===== src/rtl/pci_pkg.sv =====
// constants and types shared by the pulse catch / interrupt input ends
package pci_pkg;
   localparam int unsigned NUM_CH      = 4;
   localparam int unsigned CLK_HZ      = 25_000_000;
   localparam int unsigned MIN_PULSE_US = 50;
   localparam int unsigned HOLD_US     = 512;
   // least pulse: rounds down
   localparam int unsigned MIN_PULSE_CYC =
      (MIN_PULSE_US * (CLK_HZ / 1_000_000));
   // hold window: longest time rounds down
   localparam int unsigned HOLD_CYC = (HOLD_US * (CLK_HZ / 1_000_000));
   localparam int unsigned CNT_W = 14;
   localparam logic        MODE_RESET = 1'b0;
   localparam logic [4:0]  CAP_POS_BASE = 5'h11;
   localparam logic [4:0]  INT_POS_BASE = 5'h01;
   localparam int unsigned SCAN_CYC    = 50_000;
   typedef enum logic {PCI_MODE_CAPTURE, PCI_MODE_INTR} pci_mode_t;
   typedef enum logic [1:0] {PCI_IDLE, PCI_WAIT, PCI_SCAN} pci_st_t;
endpackage : pci_pkg


===== src/rtl/pci_if.sv =====
// backplane link between input module and controller
`timescale 1ns/10ps
interface pci_if;
   logic [3:0] cap_data;
   logic [4:0] cap_base;
   logic [3:0] int_req;
   logic [4:0] int_base;
   logic       refresh;
   logic       intr_mode;
   modport device (output cap_data, cap_base, int_req, int_base, intr_mode,
                   input refresh);
   modport ctrl   (input cap_data, cap_base, int_req, int_base, intr_mode,
                   output refresh);
endinterface : pci_if


===== src/rtl/pci_device.sv =====
// input module end: pulse capture and interrupt hold per channel
`timescale 1ns/10ps
module pci_device
   import pci_pkg::*;
(
   // clock and reset
   input  wire logic                     clk,
   input  wire logic                     nrst,
   // field side
   input  wire logic [pci_pkg::NUM_CH-1:0] field_in,
   input  wire logic                     mode_select_switch,
   // backplane
   pci_if.device                         bus
);
   import pci_pkg::*;

   // registered mode and the fixed position words
   logic              mode_r;
   logic              mode_nxt;
   logic [4:0]        cap_base_r;
   logic [4:0]        cap_base_nxt;
   logic [4:0]        int_base_r;
   logic [4:0]        int_base_nxt;
   // per point flags gathered for the backplane
   wire  [NUM_CH-1:0] cap_w;
   wire  [NUM_CH-1:0] hold_w;

   always_comb
   begin
      mode_nxt     = mode_select_switch;
      cap_base_nxt = CAP_POS_BASE;
      int_base_nxt = INT_POS_BASE;
   end

   always_ff @(posedge clk or negedge nrst)
   begin
      if (!nrst)
      begin
         mode_r     <= MODE_RESET;
         cap_base_r <= CAP_POS_BASE;
         int_base_r <= INT_POS_BASE;
      end
      else
      begin
         mode_r     <= mode_nxt;
         cap_base_r <= cap_base_nxt;
         int_base_r <= int_base_nxt;
      end
   end

   // per point logic follows the switch itself, so the other mode's
   // flags fall at the same edge at which the registered mode changes
   genvar g;
   generate
      for (g = 0; g < NUM_CH; g++)
      begin : g_ch
         // input synchroniser and edge
         logic             s1_r;
         logic             s1_nxt;
         logic             s2_r;
         logic             s2_nxt;
         logic             s3_r;
         logic             s3_nxt;
         logic             rise;

         // capture state
         logic             cap_r;
         logic             cap_nxt;
         logic             seen_r;
         logic             seen_nxt;
         logic [CNT_W-1:0] wid_r;
         logic [CNT_W-1:0] wid_nxt;

         // interrupt hold state
         logic             hold_r;
         logic             hold_nxt;
         logic [CNT_W-1:0] tmr_r;
         logic [CNT_W-1:0] tmr_nxt;

         always_comb
         begin
            // only stage two reads stage one
            s1_nxt = field_in[g];
            s2_nxt = s1_r;
            s3_nxt = s2_r;
            rise   = s2_r & ~s3_r;
         end

         always_ff @(posedge clk or negedge nrst)
         begin
            if (!nrst)
            begin
               s1_r <= 1'b0;
               s2_r <= 1'b0;
               s3_r <= 1'b0;
            end
            else
            begin
               s1_r <= s1_nxt;
               s2_r <= s2_nxt;
               s3_r <= s3_nxt;
            end
         end

         always_comb
         begin
            wid_nxt  = '0;
            cap_nxt  = 1'b0;
            seen_nxt = 1'b0;

            if (mode_nxt == PCI_MODE_CAPTURE)
            begin
               cap_nxt  = cap_r;
               seen_nxt = seen_r;

               // width count saturates so a long high never wraps
               if (s2_r && wid_r != CNT_W'(MIN_PULSE_CYC))
                  wid_nxt = wid_r + 1'b1;
               else if (s2_r)
                  wid_nxt = wid_r;

               if (!s2_r)
                  seen_nxt = 1'b0;

               if (bus.refresh)
                  cap_nxt = 1'b0;

               // set at 50 us width, set wins
               if (s2_r && !seen_r &&
                   wid_r == CNT_W'(MIN_PULSE_CYC - 1))
               begin
                  cap_nxt  = 1'b1;
                  seen_nxt = 1'b1;
               end
            end
         end

         always_ff @(posedge clk or negedge nrst)
         begin
            if (!nrst)
            begin
               wid_r  <= '0;
               cap_r  <= 1'b0;
               seen_r <= 1'b0;
            end
            else
            begin
               wid_r  <= wid_nxt;
               cap_r  <= cap_nxt;
               seen_r <= seen_nxt;
            end
         end

         always_comb
         begin
            hold_nxt = 1'b0;
            tmr_nxt  = '0;

            if (mode_nxt == PCI_MODE_INTR)
            begin
               if (hold_r)
               begin
                  // window ends after exactly the hold count
                  if (tmr_r != CNT_W'(HOLD_CYC - 1))
                  begin
                     hold_nxt = 1'b1;
                     tmr_nxt  = tmr_r + 1'b1;
                  end
               end
               // a rise inside the window is dropped, not queued
               else if (rise)
                  hold_nxt = 1'b1;
            end
         end

         always_ff @(posedge clk or negedge nrst)
         begin
            if (!nrst)
            begin
               hold_r <= 1'b0;
               tmr_r  <= '0;
            end
            else
            begin
               hold_r <= hold_nxt;
               tmr_r  <= tmr_nxt;
            end
         end

         assign cap_w[g]  = cap_r;
         assign hold_w[g] = hold_r;
      end
   endgenerate

   assign bus.cap_data  = cap_w;
   assign bus.cap_base  = cap_base_r;
   assign bus.int_req   = hold_w;
   assign bus.int_base  = int_base_r;
   assign bus.intr_mode = mode_r;
endmodule : pci_device


===== src/flat_wrapper.sv =====
// flat-port wrapper written by rule: the top's interface ports become plain ports
module pci_device_flat import pci_pkg::*;
  (clk, nrst, field_in, mode_select_switch, bus_cap_data, bus_cap_base, bus_int_req, bus_int_base, bus_intr_mode, bus_refresh);
  pci_if bus_i ();
  input  wire logic clk;
  input  wire logic nrst;
  input  wire logic [pci_pkg::NUM_CH-1:0] field_in;
  input  wire logic mode_select_switch;
  output wire logic [$bits(bus_i.cap_data)-1:0] bus_cap_data;
  output wire logic [$bits(bus_i.cap_base)-1:0] bus_cap_base;
  output wire logic [$bits(bus_i.int_req)-1:0] bus_int_req;
  output wire logic [$bits(bus_i.int_base)-1:0] bus_int_base;
  output wire logic [$bits(bus_i.intr_mode)-1:0] bus_intr_mode;
  input wire logic [$bits(bus_i.refresh)-1:0] bus_refresh;
  assign bus_cap_data = bus_i.cap_data;
  assign bus_cap_base = bus_i.cap_base;
  assign bus_int_req = bus_i.int_req;
  assign bus_int_base = bus_i.int_base;
  assign bus_intr_mode = bus_i.intr_mode;
  assign bus_i.refresh = bus_refresh;
  pci_device u_core (.clk(clk), .nrst(nrst), .field_in(field_in), .mode_select_switch(mode_select_switch), .bus(bus_i));
endmodule

===== config.mk =====
export PLATFORM = sky130hd
export DESIGN_NAME = pci_device_flat
export DESIGN_NICKNAME = d
export VERILOG_FILES = /design/src/rtl/pci_pkg.sv /design/src/rtl/pci_if.sv /design/src/rtl/pci_device.sv /design/src/flat_wrapper.sv
export SDC_FILE = /design/constraint.sdc
export NUM_CORES = 1
export LEC_CHECK = 0
export ABC_AREA = 1
export CAP_MARGIN = 20
export CORE_AREA = 10 10 181 183
export DETAILED_ROUTE_END_ITERATION = 16
export DIE_AREA = 0 0 191 193
export DONT_BUFFER_PORTS = 1
export GPL_ROUTABILITY_DRIVEN = 0
export PLACE_DENSITY_LB_ADDON = 0.12
export SYNTH_ARGS = -nofsm -noshare
export SYNTH_HDL_FRONTEND = slang
export SYNTH_SLANG_ARGS = --single-unit

===== constraint.sdc =====
create_clock -name clk -period 1.6 [get_ports clk]
set_input_delay 0 -clock clk [delete_from_list [all_inputs] [get_ports clk]]
set_output_delay 0 -clock clk [all_outputs]
set_load 0.02 [all_outputs]

# Yosys cells after proc, flatten, opt, wreduce, memory -nomap -nowiden
# Cells that the tools add are included.
# totals
register_bits	137
inputBits	8
out_inout_bits	19
elab_cells	150
# op_classes
add_sub_neg	8
eq_ne	20
n_mux	61
bitwise	8
reduce_logical	20
# ops
op	count
$mux W14	24
$add A14 B1 Y14 const B	8
$eq A14 B11 Y1 const B	4
$ne A14 B11 Y1 const B	4
$ne A14 B14 Y1 const B	4
$mux W1	37
$ne A3 B3 Y1 const B	8
$logic_and A1 B1 Y1	12
$reduce_bool A3 Y1	4
$and A1 B1 Y1	4
$logic_not A1 Y1	4
$not A1 Y1	4

# Longest topological paths before layout
# depth
ltp_word	5
ltp_mapped	9
mapped_depth_nobuf	9

# Worst setup path after synthesis
# No wires, ideal clock.
# synth_timing
kind	reg-to-reg
from	reg u_core.g_ch[0].tmr_r[0]
to	reg u_core.g_ch[0].hold_r
setup_ns	0.118
t_arrival_ns	1.284
required_time_ns	1.482
path_slack_ns	0.198
stages_incl_launch_ff	8
path_buffers	1
synth_period_minus_slack_ns	1.402
path_cell_list	dfrtp_1 -> ha_1 -> nand3_2 -> nor2_2 -> nand4_1 -> nand2_2 -> buf_6 -> nand2_1
# synth_between
elab_chain_len	4
# synth_lines
element	line	rtl
from (decl)	pci_device.sv:77	logic [CNT_W-1:0] tmr_r;
from (signal assigned)	pci_device.sv:186	tmr_r <= tmr_nxt;
$ne A14 B14 Y1	pci_device.sv:164	if (tmr_r != CNT_W'(HOLD_CYC - 1))
$mux W1	pci_device.sv:164	
$mux W1	pci_device.sv:161	if (hold_r)
$mux W1	pci_device.sv:159	if (mode_nxt == PCI_MODE_INTR)
via u_core.g_ch[0].hold_nxt	pci_device.sv:76	logic hold_nxt;
to (signal assigned)	pci_device.sv:185	hold_r <= hold_nxt;
to (decl)	pci_device.sv:75	logic hold_r;
# The timed path passes the listed nets, and every way through them passes these cells.
# A chain may end at the register's enable or synchronous reset.

# Worst setup path in the final report
# layout_timing
from	reg u_core.g_ch[0].wid_r[0]
to	reg u_core.g_ch[0].wid_r[10]
# layout_between
elab_chain_len	4
word_cells_on_any_way	6
classes_between	add/sub: 1; eq/ne: 2; mux: 2; reduce/logical: 1
# layout_lines
element	line	rtl
from (decl)	pci_device.sv:71	logic [CNT_W-1:0] wid_r;
from (signal assigned)	pci_device.sv:148	wid_r <= wid_nxt;
parallel branches: the longest is 4 deep, another holds $add A14 B1 Y14	--	
# Several ways; the timed one is not identified.

==> out/results.ini <==
[cells_and_area]
diodes = 0
drive_above_1_share = 0.114
layout-area-overhead-vs-synth_pct = 16.9
nets = 957
fin_util = 0.286

[grt]
grt_pass1_vias = 5608
grt_max_degree = 138
track_usage = 0.0920
grt_pass1_wl_mm = 27.6
antenna_found_initial = 0
grt_overflow = 0

[synth]
synthCells = 894
async_flop_share = 1.00
synth.avg_cell_area_sq_um = 8.01
synth-edff-count = 0
synthFlopType = dfrtp_1
synth.distinct_cells = 35
ys_seq_elements = 137
ys_warn_count = 0
netlist_area_sq_mm = 0.00716
synth.yosys.seq_area_share = 0.479

[clock_network]
cts_tree = yes
clock_latency_ps = 420
path_clk_slew_ps = 60
cts_buffers = 17
cts_buffer_depth = 2
cts_max_level = 4
postCtsHoldBufs = 6
root_buffer = clkbuf_16
clock-sinks = 137

[timing]
holdWs_ps = -721
fmax_mhz = 680
min_period_over_period = 0.919
hold_viol_final = 137
skew_ps = 8.92
setup_slack_ps = 130
tns_ps = 0
setup_viol = 0
worst_pin_slew_ps = 663
finalCriticalPeriod_ps = 1470
max-slew-margin-rel = 0.558
drv_slew = 0

[setup_path]
crit_start = u_core.g_ch[0].wid_r[0]
crit_slowest_cell = dfrtp_1
endpoint = u_core.g_ch[0].wid_r[10]
slowest_delay_ps = 390
r2r_end = u_core.g_ch[0].wid_r[10]
r2r-start = u_core.g_ch[0].wid_r[0]
cp_num_cells = 8
crit_arrival_ps = 1780
critPathMaxFanout = 4
ff2ff_setup_slack_ps = 130
required_ps = 1910
reg2regPathDepth = 8
cp_cell_sequence = ha_1 -> nand2_1 -> nor2_2 -> nand2_1 -> nor2_2 -> nand2_1 -> o21bai_1 -> nor2_1
crit_type = flop to flop
cp.buffers_inverters = 0
cp-start-kind = flop
cpMostUsedCell = nand2_1
end_kind = flop
path_delay_family = simple AND/OR/NAND/NOR gates

[placed_design]
hpwl_mm = 11.1
place_ws_ps = 43.3
port_buffers = 0

[power_and_ir_drop]
total_power_mw = 7.54
switchingPower_mw = 1.80
ir_worst_vdd_v = 0.000671
p_per_area_mw_per_mm2 = 902
clkPwrFrac = 0.498
swShare = 0.239
comb_power_share = 0.032
p_seq_frac = 0.470
p_leak_nw = 3.44
intPower_mw = 5.74

[min_path]
hp-class = input pin to asynchronous set/reset pin

[flow_run]
cap_viol_max_count = 0

[die]
fp.dieW_um = 191
coreArea_sq_mm = 0.0292
die_h_um = 193
initial_utilization = 0.245
num_io_pins = 27
rows = 63
die_area_sq_mm = 0.0369

[drt]
drcViolationCount = 0
finalWirelength_mm = 15.9
via_count = 5535
routedWlPerCell_um = 11.9
drtIter0Drc = 262
first_pass_iters = 4
drtAntennaViolNets = 0
via_per_inst = 4.14

[outcome]
outcome = complete, but fails checks
failed_checks = hold timing

[what timing repair did]
item	4_1_cts	5_1_grt
endpoints found under the hold margin	212	137
setup buffers	0	7
setup endpoints to repair	0	12
resized for setup	0	10
[synth_stat cells, types with 3 or more instances]
library cell | instances | share of area
a21oi_1 | 25 | 0.017
buf_2 | 3 | 0.0021
buf_4 | 18 | 0.019
buf_6 | 3 | 0.0047
dfrtp_1 | 137 | 0.48
ha_1 | 16 | 0.028
inv_1 | 108 | 0.057
nand2_1 | 186 | 0.098
nand2_2 | 8 | 0.0070
nand3_1 | 64 | 0.045
nand3_2 | 4 | 0.0056
nand4_1 | 23 | 0.020
nor2_1 | 154 | 0.081
nor2_2 | 19 | 0.017
nor3_1 | 32 | 0.022
nor3b_1 | 8 | 0.0084
o21ai_0 | 27 | 0.019
o21bai_1 | 6 | 0.0063
xnor2_1 | 6 | 0.0073
xor2_1 | 27 | 0.033
[cells by family after synthesis]
logic type      synth area share
buf+inv                   0.0862
compound gates            0.0468
simple gates               0.319
xor+xnor                  0.0404
other cells              0.00105
fa+ha+maj                 0.0280
flops                      0.479
[power groups by stage]
stage               logic [mW]  registers (mW)  clock network, mW
detailed placement       0.219            3.61                  0
global route             0.282            3.55               4.05
finish                   0.244            3.54               3.75
global placement         0.223            3.61                  0
floorplan                0.191            3.60                  0
CTS                      0.240            3.55               3.92
[layer usage]
metal | up-vias | part of all wire | wire length, um | GRT usage
li1 | 2892 | - | - | -
met1 | 2589 | 0.49 | 7800 | 0.116
met2 | 43 | 0.47 | 7470 | 0.151
met3 | 11 | 0.030 | 470 | 0.0245
met4 | 0 | 0.011 | 178 | 0.0282
met5 | - | 0 | 0 | 0
[state kept, by name, indices dropped and copies added (netlist names)]
name,flops
u_core.bus.intr_mode,1
u_core.g_ch.cap_r,4
u_core.g_ch.hold_r,4
u_core.g_ch.s1_r,4
u_core.g_ch.s2_r,4
u_core.g_ch.s3_r,4
u_core.g_ch.seen_r,4
u_core.g_ch.tmr_r,56
u_core.g_ch.wid_r,56
[through the flow]
step | area (sq um) | std cells
6_report | 8370 | 1336
5_1_grt | 8370 | 1336
4_1_cts | 8280 | 1329
3_5_place_dp | 7660 | 1291
3_3_place_gp | 7660 | 1291
2_1_floorplan | 7190 | 902
[how the worst min path moves through the flow]
stage / end / slack [ps] / depth (start not counted)
6_report: u_core.g_ch[3].tmr_r[6] / -720 / 0
2_1_floorplan: u_core.bus.intr_mode / -300 / 0
4_1_cts: u_core.g_ch[1].tmr_r[2] / -750 / 0
5_1_grt: u_core.g_ch[3].tmr_r[6] / -750 / 0
3_3_place_gp: u_core.g_ch[3].tmr_r[6] / -290 / 0
3_5_place_dp: u_core.g_ch[3].tmr_r[4] / -290 / 0
[cell type report]
type                       instances  area (sq um)
clock buffer                      19           433
multi-input combinational        630          3170
fill                            3130         20900
sequential                       137          3430
clock inverter                    13           124
timing repair buffer              37           308
inverter                         110           413
tap                              390           488
[layout by cell type, fill, tap and decap left out, types with 4 or more instances in the layout]
master	count
nand3_1	64
a21oi_1	25
xnor2_1	6
buf_4	30
dfrtp_1	136
ha_1	15
o21ai_0	27
conb_1	10
inv_1	108
clkinvlp_4	6
dlygate4sd3_1	5
nand2_1	185
nor2_1	151
nand3_2	4
nand4_1	23
nor3_1	32
o21bai_1	6
nand2_2	9
nor2_2	20
xor2_1	27
nor3b_1	7
clkbuf_16	17
Power figures use the tool's default switching activity.
